[config.mk]
export PLATFORM = sky130hd
export DESIGN_NAME = parameter_record_loader
export DESIGN_NICKNAME = d
export VERILOG_FILES = /design/src/design/record_loader_pkg.sv /design/src/design/record_staging.sv /design/src/design/parameter_record_loader.sv
export VERILOG_INCLUDE_DIRS = /design/src /design/src/design
export SDC_FILE = /design/constraint.sdc
export NUM_CORES = 1
export LEC_CHECK = 0
export BUFFER_PORTS_ARGS = -buffer_cell sky130_fd_sc_hd__buf_2
export CORE_MARGIN = 2
export CORE_UTILIZATION = 45
export DETAILED_ROUTE_END_ITERATION = 6
export PLACE_DENSITY = 0.7
export SYNTH_ARGS = -nofsm -noshare
export SYNTH_HDL_FRONTEND = slang
export SYNTH_HIERARCHICAL = 1
export SYNTH_SLANG_ARGS = --single-unit
[constraint.sdc]
create_clock -name clk_i -period 6.08 [get_ports clk_i]
set_input_delay 0.304 -clock clk_i [delete_from_list [all_inputs] [get_ports clk_i]]
set_output_delay 0.304 -clock clk_i [all_outputs]
set_load 0.05 [all_outputs]
[src/design/record_loader_regs.svh]
// Record layout, status codes and reset values of the parameter record loader
`ifndef RECORD_LOADER_REGS_SVH
`define RECORD_LOADER_REGS_SVH

// ----------------------------------------------------------------------------
// Record identity and layout
// ----------------------------------------------------------------------------
`define REC_PARAM_NUMBER      16'h0080
`define REC_HDR_VERSION_OFS   5'h00
`define REC_HDR_BLOCKS_OFS    5'h01
`define REC_CHAN_BASE_OFS     5'h02
`define REC_BYTES_PER_CHAN    5'h02
`define REC_TOTAL_LEN         16'h0012
`define REC_HDR_VERSION       8'h01
`define REC_HDR_BLOCKS        8'h08

// ----------------------------------------------------------------------------
// Substitute value behaviour field, low byte of each channel word
// ----------------------------------------------------------------------------
`define SUBST_FIELD_LSB       0
`define SUBST_FIELD_MSB       1
`define SUBST_CODE_INVALID    2'h3

// ----------------------------------------------------------------------------
// Status bytes
// ----------------------------------------------------------------------------
`define STS_BYTE0_ERR         8'hDF
`define STS_BYTE1_ERR         8'h80
`define STS_CODE_BAD_RECORD   8'hB0
`define STS_CODE_BAD_LENGTH   8'hB1
`define STS_CODE_BAD_SLOT     8'hB2
`define STS_CODE_BAD_HEADER   8'hE0
`define STS_CODE_BAD_SUBST    8'hE1
`define STS_SUBST_DETAIL      8'h06
`define STS_UNSPEC_DETAIL     8'h00
`define STS_OK                32'h0000_0000

// ----------------------------------------------------------------------------
// Reset values
// ----------------------------------------------------------------------------
`define CHAN_PARAM_RESET      16'h0000

`endif

[src/design/record_loader_pkg.sv]
// Types shared by the parameter record loader
`default_nettype none
package record_loader_pkg;

  localparam int NUM_CHAN = 8;

  // --------------------------------------------------------------------------
  // Write request header from the controller
  // --------------------------------------------------------------------------
  typedef struct packed {
    logic [15:0] rec_number;
    logic [15:0] rec_length;
    logic        slot_ok;
  } write_req_s;

  // --------------------------------------------------------------------------
  // Answer to a write request
  // --------------------------------------------------------------------------
  typedef struct packed {
    logic        ok;
    logic [31:0] status;
  } write_rsp_s;

  typedef logic [NUM_CHAN-1:0][15:0] chan_params_t;

  typedef enum logic [1:0] {
    ST_IDLE  = 2'b00,
    ST_RECV  = 2'b01,
    ST_CHECK = 2'b11,
    ST_REPLY = 2'b10
  } load_state_e;

endpackage : record_loader_pkg
`default_nettype wire

[src/design/record_staging.sv]
// Staging store for the bytes of one record write
`default_nettype none
module record_staging #(
  parameter int DEPTH = 18
) (
  // Clock and reset
  input  wire logic                 clk_i,
  input  wire logic                 nrst_i,
  // Byte write port
  input  wire logic                 wr_en_i,
  input  wire logic [4:0]           wr_addr_i,
  input  wire logic [7:0]           wr_data_i,
  // Registered contents
  output logic      [DEPTH-1:0][7:0] bytes_o
);

  // Address port is five bits wide
  if (DEPTH < 1 || DEPTH > 32) begin : g_bad_depth
    $error("record_staging: DEPTH out of range");
  end

  wire logic in_range = (32'(wr_addr_i) < DEPTH);

  always_ff @(posedge clk_i or negedge nrst_i) begin
    if (!nrst_i) begin
      bytes_o <= '0;
    end else if (wr_en_i && in_range) begin
      bytes_o[wr_addr_i] <= wr_data_i;
    end
  end

endmodule : record_staging
`default_nettype wire

[src/design/parameter_record_loader.sv]
// Parameter record loader: validates a written record, applies it atomically
//
// Function
// - Reconfiguration through parameter record number 128
// - Runtime writes change selected channels only; a commit here replaces all 8 channel words
// - Restart restores configured parameter set
// - Validate all record values before acting
// - Load only fully valid records, never partial
// - Failed write keeps parameters, returns error
// - Option bit one enables, zero disables
// - Two bytes per channel at 2+2n
// - Unknown record number reports DF 80 B0
// - Wrong record length reports DF 80 B1
// - Invalid slot reports DF 80 B2
// - Bad header reports DF 80 E0
// - Invalid substitute coding reports DF 80 E1 06
`include "record_loader_regs.svh"
`default_nettype none
module parameter_record_loader
  import record_loader_pkg::*;
#(
  parameter logic [7:0] HDR_VERSION = `REC_HDR_VERSION,
  parameter logic [7:0] HDR_BLOCKS  = `REC_HDR_BLOCKS
) (
  // Clock and reset
  input  wire logic         clk_i,
  input  wire logic         nrst_i,
  // Configured parameter set and restart
  input  wire chan_params_t cfg_params_i,
  input  wire logic         restart_i,
  // Record write request
  input  wire logic         req_valid_i,
  input  wire write_req_s   req_i,
  output logic              req_ready_o,
  // Record data bytes
  input  wire logic         byte_valid_i,
  input  wire logic [7:0]   byte_i,
  output logic              byte_ready_o,
  // Write status
  output logic              rsp_valid_o,
  output write_rsp_s        rsp_o,
  // Active channel parameters
  output chan_params_t      chan_params_o,
  output logic              applied_o
);

  localparam int REC_LEN = int'(`REC_TOTAL_LEN);

  // One parameter block per channel word
  if (HDR_BLOCKS != 8'(NUM_CHAN)) begin : g_bad_blocks
    $error("parameter_record_loader: HDR_BLOCKS must match channel count");
  end

  // --------------------------------------------------------------------------
  // State
  // --------------------------------------------------------------------------
  load_state_e  state_ff;
  load_state_e  nxt_state;
  write_req_s   req_ff;
  logic [15:0]  cnt_ff;
  write_rsp_s   rsp_ff;
  chan_params_t params_ff;
  logic         applied_ff;
  logic         boot_ff;

  wire logic [REC_LEN-1:0][7:0] stage_bytes;

  // --------------------------------------------------------------------------
  // Handshake decode
  // --------------------------------------------------------------------------
  wire logic req_take  = req_valid_i && (state_ff == ST_IDLE);
  wire logic byte_take = byte_valid_i && (state_ff == ST_RECV);
  wire logic last_byte = byte_take && (cnt_ff == req_ff.rec_length - 16'h0001);
  wire logic zero_len  = (req_i.rec_length == 16'h0000);

  assign req_ready_o  = (state_ff == ST_IDLE);
  assign byte_ready_o = (state_ff == ST_RECV);

  // --------------------------------------------------------------------------
  // Staging store, byte address is the record offset
  // --------------------------------------------------------------------------
  record_staging #(
    .DEPTH     (REC_LEN)
  ) u_staging (
    .clk_i     (clk_i),
    .nrst_i    (nrst_i),
    .wr_en_i   (byte_take),
    .wr_addr_i (cnt_ff[4:0]),
    .wr_data_i (byte_i),
    .bytes_o   (stage_bytes)
  );

  // --------------------------------------------------------------------------
  // Checks over the whole staged record
  // --------------------------------------------------------------------------
  wire logic bad_record = (req_ff.rec_number != `REC_PARAM_NUMBER);
  wire logic bad_length = (req_ff.rec_length != `REC_TOTAL_LEN);
  wire logic bad_slot   = !req_ff.slot_ok;
  wire logic bad_header =
    (stage_bytes[`REC_HDR_VERSION_OFS] != HDR_VERSION) ||
    (stage_bytes[`REC_HDR_BLOCKS_OFS] != HDR_BLOCKS);

  // Channel n word at offset 2 + 2n, low byte first
  chan_params_t staged_params;
  logic [NUM_CHAN-1:0] subst_bad;

  genvar g;
  generate
    for (g = 0; g < NUM_CHAN; g++) begin : g_chan
      localparam int OFS = int'(`REC_CHAN_BASE_OFS) + int'(`REC_BYTES_PER_CHAN) * g;
      assign staged_params[g] = {stage_bytes[OFS+1], stage_bytes[OFS]};
      assign subst_bad[g] =
        (stage_bytes[OFS][`SUBST_FIELD_MSB:`SUBST_FIELD_LSB] == `SUBST_CODE_INVALID);
    end
  endgenerate

  wire logic bad_subst = |subst_bad;

  // Priority: record, length, slot, header, channel fields
  logic [31:0] check_status;
  logic        check_ok;

  always_comb begin
    check_ok     = 1'b0;
    check_status = {`STS_BYTE0_ERR, `STS_BYTE1_ERR, 16'h0000};
    if (bad_record) begin
      check_status[15:0] = {`STS_CODE_BAD_RECORD, `STS_UNSPEC_DETAIL};
    end else if (bad_length) begin
      check_status[15:0] = {`STS_CODE_BAD_LENGTH, `STS_UNSPEC_DETAIL};
    end else if (bad_slot) begin
      check_status[15:0] = {`STS_CODE_BAD_SLOT, `STS_UNSPEC_DETAIL};
    end else if (bad_header) begin
      check_status[15:0] = {`STS_CODE_BAD_HEADER, `STS_UNSPEC_DETAIL};
    end else if (bad_subst) begin
      check_status[15:0] = {`STS_CODE_BAD_SUBST, `STS_SUBST_DETAIL};
    end else begin
      check_ok     = 1'b1;
      check_status = `STS_OK;
    end
  end

  // --------------------------------------------------------------------------
  // Sequencer
  // --------------------------------------------------------------------------
  always_comb begin
    nxt_state = state_ff;
    unique case (state_ff)
      ST_IDLE:  if (req_take) nxt_state = zero_len ? ST_CHECK : ST_RECV;
      ST_RECV:  if (last_byte) nxt_state = ST_CHECK;
      ST_CHECK: nxt_state = ST_REPLY;
      ST_REPLY: nxt_state = ST_IDLE;
    endcase
  end

  wire logic commit = (state_ff == ST_CHECK) && check_ok;

  always_ff @(posedge clk_i or negedge nrst_i) begin
    if (!nrst_i) begin
      state_ff <= ST_IDLE;
      req_ff   <= '0;
      cnt_ff   <= 16'h0000;
      rsp_ff   <= '0;
    end else begin
      state_ff <= nxt_state;
      if (req_take) begin
        req_ff <= req_i;
        cnt_ff <= 16'h0000;
      end else if (byte_take) begin
        cnt_ff <= cnt_ff + 16'h0001;
      end
      if (state_ff == ST_CHECK) begin
        rsp_ff <= '{ok: check_ok, status: check_status};
      end
    end
  end

  // --------------------------------------------------------------------------
  // Active parameter set
  // --------------------------------------------------------------------------
  always_ff @(posedge clk_i or negedge nrst_i) begin
    if (!nrst_i) begin
      boot_ff    <= 1'b1;
      params_ff  <= {NUM_CHAN{`CHAN_PARAM_RESET}};
      applied_ff <= 1'b0;
    end else begin
      boot_ff    <= 1'b0;
      applied_ff <= commit;
      if (boot_ff || restart_i) begin
        params_ff <= cfg_params_i;
      end else if (commit) begin
        params_ff <= staged_params;
      end
    end
  end

  // --------------------------------------------------------------------------
  // Outputs
  // --------------------------------------------------------------------------
  assign rsp_valid_o   = (state_ff == ST_REPLY);
  assign rsp_o         = rsp_ff;
  assign chan_params_o = params_ff;
  assign applied_o     = applied_ff;

endmodule : parameter_record_loader
`default_nettype wire

# After elaboration in Yosys (flattened, before gate mapping)
# Index checks and enable logic that the tools add are counted.
# totals
reg_bits,358
latchBits,0
mem_bits_rw,0
rom_bits,0
inputBits,174
out_inout_bits,165
elab_cells,98
mem_count,0
# classes
add_sub_neg,2
multipliers,0
div_mod_pow,0
order_cmp,3
eq_ne,18
shifts,0
muxes,26
bitwise_logic,0
n_reduce_logical,14
# op_table
cell,count
128-bit 2-to-1 mux,2
16-bit 2-to-1 mux,12
144-bit bitwise mux,1
8-bit demux with 5-bit select,1
"2-bit equality test, second input constant",10
"16-bit by 1-bit adder with 16-bit output, second input constant",1
16-bit equality test,1
16-bit zero test,1
"16-bit by 5-bit != test with 1-bit output, second input constant",1
"16-bit by 8-bit != test with 1-bit output, second input constant",1
"16-bit by 1-bit subtractor with 16-bit output, second input constant",1
8-bit 2-to-1 mux,1
"8-bit by 1-bit != test with 1-bit output, second input constant",1
"8-bit by 4-bit != test with 1-bit output, second input constant",1
2-bit one-hot mux with 4 select lines,1
8-bit OR reduction,1
1-bit logical AND,6
"5-bit by 6-bit less-than comparator with 1-bit output, second input constant",1
2-bit 2-to-1 mux,3
"5-bit by 1-bit greater-or-equal comparator with 1-bit output, second input constant",1
"5-bit less-than comparator, second input constant",1
1-bit 2-to-1 mux,5
"2-bit by 1-bit != test with 1-bit output, second input constant",2
2-bit nonzero test,2
4 further kinds,5

# Logic depth before layout (Yosys ltp)
# Gate-level depths: netlist of the first run.
# depth
word_depth,10
mapped_depth,9
depth_no_buf,8

# By module
# Netlist of the first run, hierarchy kept.
# by_module_without_submodules
mod,n_inst,cells_per_inst,area_each_um2,seq_area_each_um2
parameter_record_loader,1,876,9168.8,4730.8
record_staging,1,330,5525.3,3603.5

# Worst setup path after synthesis of the first run
# OpenSTA, ideal clock, no wires.
# synth_path
kind,flip-flop to flip-flop
start,reg state_ff[1]
end,reg req_ff[10] in the netlist's numbering
setup_ns,0.125
arrival_ns,2.275
t_required_ns,5.955
setup_slack_ns,3.680
path_stages_with_launch,6
n_path_buf,2
period_less_slack_ns,2.400
cell_sequence,dfrtp_1 > nor2_1 > and2_1 > clkbuf_1 > buf_1 > mux2_2
# synth_between
elab_chain_cells,2
# synth_rtl
item,line_no,text
from (decl),parameter_record_loader.sv:57,load_state_e state_ff;
from (signal assigned),parameter_record_loader.sv:164,state_ff <= nxt_state;
2-bit zero test,-,
named net req_ready_o,parameter_record_loader.sv:34,"output logic req_ready_o,"
1-bit logical AND,parameter_record_loader.sv:71,wire logic req_take = req_valid_i && (state_ff == ST_IDLE);
to (signal assigned),parameter_record_loader.sv:166,req_ff <= req_i;
to (decl),parameter_record_loader.sv:59,write_req_s req_ff;
# The timed path passes the listed nets, and every way through them passes these cells.
# A chain may end at the register's enable or synchronous reset.

# Worst setup path after layout of the first run
# layout_path
start,reg u_staging/bytes_o[128] in the netlist's numbering
end,"reg params_ff, in the netlist chan_params_o[52]"
# layout_between
elab_chain_cells,9
# layout_rtl
item,line_no,text
from (decl),record_staging.sv:14,output logic [DEPTH-1:0][7:0] bytes_o
"from (signal, indexed assignment)",record_staging.sv:28,bytes_o[wr_addr_i] <= wr_data_i;
2-bit equality test (no line),-,
8-bit OR reduction,parameter_record_loader.sv:117,wire logic bad_subst = |subst_bad;
1-bit 2-to-1 mux,parameter_record_loader.sv:134,end else if (bad_subst) begin
1-bit 2-to-1 mux,parameter_record_loader.sv:132,end else if (bad_header) begin
1-bit 2-to-1 mux,parameter_record_loader.sv:130,end else if (bad_slot) begin
1-bit 2-to-1 mux,parameter_record_loader.sv:128,end else if (bad_length) begin
1-bit 2-to-1 mux,parameter_record_loader.sv:126,if (bad_record) begin
1-bit logical AND,parameter_record_loader.sv:155,wire logic commit = (state_ff == ST_CHECK) && check_ok;
2-bit nonzero test (no line),-,
to (signal assigned),parameter_record_loader.sv:183,params_ff <= {NUM_CHAN{`CHAN_PARAM_RESET}};
to (signal assigned),parameter_record_loader.sv:189,params_ff <= cfg_params_i;
to (signal assigned),parameter_record_loader.sv:191,params_ff <= staged_params;
to (decl),parameter_record_loader.sv:62,chan_params_t params_ff;
# Every way passes these cells.

==> metrics.md, run 1 <==
| Metric | Value |
|---|---|
| Outcome | finished, final reports clean |
| GRT Overall Usage | a little over a fifth |
| TritonRoute pass-1 iters | 5 |
| Maxcap violations | 0 |
| Routed len/inst | between 15 and 20 microns |
| CP Launch Type | flip-flop |
| Final Hold Fails | 0 |
| Worst slew pin tran | approximately 1.2 ns |
| Via count | a little over 10,000 |
| Unrepaired setup endpoints after global routing | no |
| Ys async rst share | 100.0% |
| Worst min path class | primary input to flip-flop |
| Die H | about 180 microns |
| Sequential area share after synthesis | between 50% and 60% |
| Clk slew on worst S/H paths | 0.06 ns |
| # DRC | 0 |
| FF/Latch Area | around 8300 sq um |
| Root Driver | clkbuf_16 |
| Nets | around 1,700 |
| Slew HR | between 15 and 20% |
| Critical path peak fanout | 129 |
| Worst-Skew Late Latency | approximately 0.53 ns |
| Synth Area per Inst | between 10 and 15 sq um |
| TritonCTS buffer count | 37 |
| Synth top area cells | dfrtp_1 (57%), mux2_2 (13%), mux2i_1 (8.8%) |
| Layout cell share with drive strength beyond 1 | a little under two fifths |
| TritonCTS Sinks | roughly 330 |
| Die W | ~180 microns |
| Skew final | ~0.025 ns |
| PortBufs | 322 |
| Power per Cell Area | 426.1 nW/um^2 |
| Initial Util | a little under half |
| WP data arrival | 3.09 ns |
| CTS max path bufs | 3 |
| Multi-input gate area | 5879 sq um |
| Area Overhead vs Synth | 20.39% |
| IO Count | ~340 |
| Netlist cell types | between 50 and 60 |
| Die area | 34,110 sq um |
| Data required time of the worst path | between 6 and 7 ns |
| VDD IR max | 0.3679 mV |
| Synth Register Bits | 333 |
| Number of global-route vias before repair | just over 10,000 |
| Pleak | between 9 and 10 nW |
| Place WS | between 3 and 4 ns |
| HPWL after DPL | about 25 mm |
| Post-Syn Instances | 1,206 |
| CTS tree | done |
| Grt ovf | 0 |
| Setup TNS | 0 ns |
| Period utilization | 45.11% |
| Post-route ant nets | 0 |
| Max Fclk | 0.3646 GHz |
| Final WL | about 37 mm |
| First-pass GRT wire length | approximately 57 mm |
| Top FF cell, synth | dfrtp_1 |
| Routability congestion estimate | slightly above 0.8 |
| Routed vias/inst | approximately 5.3 |
| Yosys top cell area share | a little under three fifths |
| Tmin final | 2.743 ns |
| Core Rows | between 60 and 70 |
| Core footprint | 32,370 sq um |
| Critical path capture point type | flip-flop |
| Initial antenna violation count | 2 |
| Largest net degree at the start of global routing | 257 |
| Initial drt markers | 772 |
| Final Max Tran Viols | 0 |
| Number of synthesized flops with an enable pin | 0 |
| Syn Std Cell Area | 14,690 sq um |
| H-tree depth | 2 |
| # setup viols final | 0 |
| Fill count | ~2,900 |
| CP Class | flip-flop to flip-flop |
| Setup WS post-layout | roughly 3.3 ns |
| Cell taking the most area after synthesis | dfrtp_1 |
| Yosys synthesis warning count | 6 |
[placed cells by master, fill, tap and decap left out, drive strengths merged, types with 3 or more instances in the layout]
cell | Yosys | routed
a21oi | 133 | 133
nand4b | 3 | 3
a22oi | 4 | 4
o21ai | 10 | 10
nor4b | 5 | 5
mux2 | 175 | 175
nor2b | 7 | 7
o31ai | 3 | 3
or3 | 3 | 3
nor3 | 11 | 11
mux2i | 129 | 129
buf | 46 | 326
clkinv | 0 | 3
xnor2 | 15 | 15
and3 | 4 | 4
nand3 | 9 | 9
nor4 | 11 | 11
conb | 1 | 17
dfrtp | 332 | 332
xor2 | 18 | 18
nor2 | 164 | 164
nand2 | 32 | 32
inv | 5 | 6
nor3b | 3 | 3
dlygate4sd3 | 0 | 5
clkbuf | 44 | 59
ha | 3 | 3
nand4 | 11 | 11
[logic make-up (layout without fill, tap and decap cells)]
logic type                 Yosys count  after routing  share of synthesized area (%)
DFF                                333            333                          56.72
muxes                              304            304                          22.20
and+or+nand+nor                    276            276                          9.281
AOI/OAI and AO/OA                  161            161                          5.816
buffers and inverters               95            400                          3.738
xor gates and xnor gates            33             33                          1.967
adders and majority gates            3              3                         0.2555
other                                1             18                        0.02552
[sequential cells by signal, summed over array words and instances (netlist names)]
name and flops:
chan_params_o 128, u_staging/bytes_o 144, rsp_o 8, req_ff 33
applied_o 1, cnt_ff 16, state_ff 2, boot_ff 1
[power breakdown]
part | total, W | switching [W] | internal (W)
combinational | 0.00198 | 0.00111 | 0.000878
sequential | 0.00343 | 0.000550 | 0.00288
clock | 0.00212 | 0.000868 | 0.00126
total | 0.00754 | 0.00252 | 0.00501
[metrics by stage]
step | instance area, sq um | hold WS, ns | std cells | util, % | total power, W
finish | 17690 | 0.02086 | 1970 | 54.65 | 0.007537
global route | 17690 | 0.01806 | 1970 | 54.65 | 0.007950
CTS | 17690 | 0.001731 | 1969 | 54.64 | 0.007606
detailed placement | 16470 | 0.3886 | 1900 | 50.89 | 0.005458
global placement | 16470 | 0.3834 | 1900 | 50.89 | 0.005369
floorplan | 14750 | 0.008409 | 1222 | - | 0.004873
[layer usage]
layer,global-route usage [%],up-vias,wire length (microns),part of all wire (%)
li1,-,4791,-,-
met1,29.06,5174,16010,44
met2,35.07,332,17660,48
met3,4.130,46,2294,6.3
met4,5.492,2,644,1.8
met5,0,-,13,0.035
[worst max-delay path: stages, from the launching register on]
cell	delay, ns
dfrtp_1	0.39
a22oi_1	0.28
nand4_1	0.34
nor2_1	0.25
nand4_1	0.17
buf_12	0.25
mux2i_1	0.39
a21oi_1	0.10
[cells in the mapped netlist, types with 3 or more instances]
cell type	n
buf_2	7
o21ai_0	9
nor2b_1	7
nand3_1	9
mux2_1	4
and3_1	4
buf_6	11
nor4b_1	3
clkbuf_1	44
nor3_1	10
a21oi_1	133
xnor2_1	15
nand2_1	32
ha_1	3
dfrtp_1	332
buf_4	27
mux2i_1	129
nand4_1	10
xor2_1	18
nor2_1	163
nor4_1	9
mux2_2	171
inv_1	5
a22oi_1	4
o31ai_1	3
or3_1	3
[area by class of cell]
cell class                      instances  share of cell area, %
Sequential cell                       333                  47.11
Multi-Input combinational cell        794                  33.23
Timing Repair Buffer                  331                  9.831
Clock buffer                           59                  6.273
Tap cell                              442                  3.126
Clock inverter                          5                 0.3041
Inverter                                5                 0.1061
Antenna cell                            1                0.01415
[final timing paths]
check,from,end,slack (ns),cells after the start
min in group asynchronous,nrst_i,chan_params_o[111]$_DFFE_PN0P_,0.42,2
setup reg to reg,u_staging/bytes_o[128]$_DFFE_PN0P_,chan_params_o[52]$_DFFE_PN0P_,3.34,7
hold / removal,cfg_params_i[90],chan_params_o[90]$_DFFE_PN0P_,0.02,3
setup / recovery,u_staging/bytes_o[128]$_DFFE_PN0P_,chan_params_o[52]$_DFFE_PN0P_,3.34,7
hold reg to reg,rsp_o[32]$_DFFE_PN0P_,rsp_o[32]$_DFFE_PN0P_,0.47,2
max in group asynchronous,nrst_i,req_ff[9]$_DFFE_PN0P_,4.12,3
[repair_timing]
| action | CTS | global route |
|---|---|---|
| hold buffers | 5 | 0 |
| resized for setup | 0 | 0 |
| hold endpoints to repair | 101 | 0 |
| setup buffers | 0 | 0 |
(Power assumes the default switching activity.)
==> run 2, diff against run 1 <==
- clock period: 6.08 -> 2.9 ns (I/O delays scaled with it)
==> run 2 against run 1 <==
Sequential cell count is the same. Power increased by 120%. Worst setup slack got worse by 3.2 ns. Sequential power is 110% higher. Maximum frequency up 0.16%. Final cell count is 8.6% higher. Register-to-register slack worse by 3.2 ns. Non-clock buffer count grew 170. Combinational power grew 120%. Critical path type unchanged. Highest routed layer is now met4.
==> metrics.md, run 2 (synthesized netlist as in run 1, its figures left out) <==
| Metric | Value |
|---|---|
| Power per Cell Area | 841.9 nW/um^2 (+98%) |
| Routability congestion estimate | 0.8341 (+1.4%) |
| Max Fclk | 0.3652 GHz (+0.16%) |
| TritonCTS Sinks | 333 (unchanged) |
| Multi-input gate area | 5879 sq um (unchanged) |
| Critical path peak fanout | 129 (unchanged) |
| CTS tree | done |
| Die W | 184.7 microns (unchanged) |
| Die H | 184.7 microns (unchanged) |
| Cell area after placement | 16,590 sq um (+0.68%) |
| Root Driver | clkbuf_16 |
| First-pass GRT wire length | 61.99 mm (+9.6%) |
| Nets | 1,848 (+10%) |
| Max reg flops | 144 (unchanged) |
| Initial Util | 45.39% (unchanged) |
| Outcome | finished, final reports clean |
| Initial antenna violation count | 1 (-1) |
| Core Rows | 66 (unchanged) |
| FF/Latch Area | 8334 sq um (unchanged) |
| CP Launch Type | flip-flop |
| Largest net degree at the start of global routing | 130 (-49%) |
| Grt ovf | 0 (unchanged) |
| Reg2Reg Depth | 7 (unchanged) |
| Final WL | 40.26 mm (+9.9%) |
| Maxcap violations | 0 (unchanged) |
| Core footprint | 32,370 sq um (unchanged) |
| Worst-Skew Late Latency | 0.52 ns (about the same) |
| Clk slew on worst S/H paths | 0.06 ns (about the same) |
| Logic depth of the worst path, buffers included | 7 (unchanged) |
| Pleak | 9.833 nW (+8.8%) |
| Slowest-stage cell, CP | dfrtp_1 |
| # setup viols final | 0 (unchanged) |
| Largest Register | u_staging/bytes_o |
| Number of global-route vias before repair | 11,300 (+11%) |
| WHS | 0.1949 ns (+0.1741 ns) |
| Via count | 11,143 (+7.7%) |
| VDD IR max | 0.6597 mV (+79%) |
| Tmin final | 2.738 ns (-0.004400 ns) |
| Slew HR | 20.53% (+2.8 points) |
| Worst min path class | primary input to async pin |
| Post-route ant nets | 0 (unchanged) |
| Most frequent cells in the layout | dfrtp_1 (332), buf_2 (321), mux2_2 (171), dlygate4sd3_1 (165), nor2_1 (162) |
| Layout cell share with drive strength beyond 1 | 34.43% (-2.5 points) |
| Data required time of the worst path | 3.26 ns (-3.16 ns) |
| Final Hold Fails | 0 (unchanged) |
| # DRC | 0 (unchanged) |
| Final Max Tran Viols | 0 (unchanged) |
| Initial drt markers | 629 (-19%) |
| Critical path capture point type | flip-flop |
| Worst Setup EP | chan_params_o[34]$_DFFE_PN0P_ |
| Fill count | 2,552 (-11%) |
| Setup TNS | 0 ns (unchanged) |
| Worst slew pin tran | 1.192 ns (-0.04222 ns) |
| Reg-to-reg endpoint | chan_params_o[34]$_DFFE_PN0P_ |
| TritonCTS buffer count | 36 (-2.7%) |
| Design area | 19,510 sq um (+10%) |
| Commonest non-fill, non-tap cell in the layout | dfrtp_1 |
| Critical path cell sequence | a22oi_1, nand4_1, nor2_1, nand4_1, buf_12, mux2i_1, a21oi_1 |
| H-tree depth | 2 (unchanged) |
| PortBufs | 322 (unchanged) |
| Worst Setup SP | u_staging/bytes_o[128]$_DFFE_PN0P_ |
| TritonRoute pass-1 iters | 5 (unchanged) |
| Skew final | 0.03153 ns (+0.006592 ns) |
| CP delay by family, top | simple AND/OR/NAND/NOR gates |
| Worst path bufs/invs | 1 (unchanged) |
| WP data arrival | 3.10 ns (about the same) |
| CP Class | flip-flop to flip-flop |
| IO Count | 339 (unchanged) |
| Worst path max stage delay | 0.41 ns (+0.02 ns) |
| Die area | 34,110 sq um (unchanged) |
| Area Overhead vs Synth | 32.75% |
| FF-to-FF setup slack | 0.16 ns (-3.18 ns) |
| Reg-to-Reg Start | u_staging/bytes_o[128]$_DFFE_PN0P_ |
| CTS max path bufs | 3 (unchanged) |
| Most used cell, CP | nand4_1 |
| Unrepaired setup endpoints after global routing | no |
| Routed vias/inst | 5.209 (-0.80%) |
| HPWL after DPL | 25.35 mm (+3.1%) |
| Post-CTS Resized | 0 (unchanged) |
| Routed len/inst | 18.82 microns (+1.2%) |
| Period utilization | 94.43% (+49 points) |
| Fin util | 60.26% (+5.6 points) |
| GRT Overall Usage | 23.30% (+2.0 points) |
==> run 2: cell types whose count changed in the layout (fill, tap and decap cells not counted), sizes merged <==
cell	change
buf	+10
bufinv	+4
clkbuf	-8
clkinv	+3
dlygate4sd3	+160
==> run 2: routing by layer <==
metal	vias up	GRT usage (%)	wire [microns]
li1	5138	-	-
met1	5522	30.59	17180
met2	397	39.13	19370
met3	86	4.327	2525
met4	0	7.587	1190
met5	-	0	0
==> run 2: metrics by stage <==
stage	std cells	setup slack, ns	total power, W
3_3_place_gp	1910	0.5136	0.01128
3_5_place_dp	1910	0.4795	0.01148
4_1_cts	2138	0.4547	0.01650
2_1_floorplan	1222	0.5003	0.01022
6_report	2139	0.1617	0.01642
5_1_grt	2139	0.2429	0.01725
==> run 2: where the power goes <==
group,switching [W],total [W],internal (W)
sequential,0.00118,0.00722,0.00604
clock,0.00184,0.00480,0.00297
combinational,0.00240,0.00440,0.00200
total,0.00541,0.0164,0.0110
==> run 2: worst min path at each step <==
stage / endpoint / slack, ns / cells after the start
2_1_floorplan: applied_o$_DFF_PN0_ / -0.15 / 0
3_3_place_gp: chan_params_o[111]$_DFFE_PN0P_ / 0.18 / 1
3_5_place_dp: chan_params_o[111]$_DFFE_PN0P_ / 0.18 / 1
4_1_cts: u_staging/bytes_o[127]$_DFFE_PN0P_ / 0.23 / 2
5_1_grt: chan_params_o[12]$_DFFE_PN0P_ / 0.26 / 2
6_report: chan_params_o[111]$_DFFE_PN0P_ / 0.19 / 2
==> run 2: cell type report <==
cell class                      instances  share of cell area, %
Sequential cell                       333                  42.73
Inverter                                5                0.09622
Antenna cell                            1                0.01283
Tap cell                              442                  2.835
Timing Repair Buffer                  501                  17.70
Clock inverter                         12                 0.9108
Multi-Input combinational cell        794                  30.14
Clock buffer                           51                  5.574
==> run 2: what timing repair did <==
| action | in CTS | in global routing |
|---|---|---|
| hold endpoints to repair | 235 | 0 |
| hold buffers | 165 | 0 |
| setup buffers | 0 | 0 |
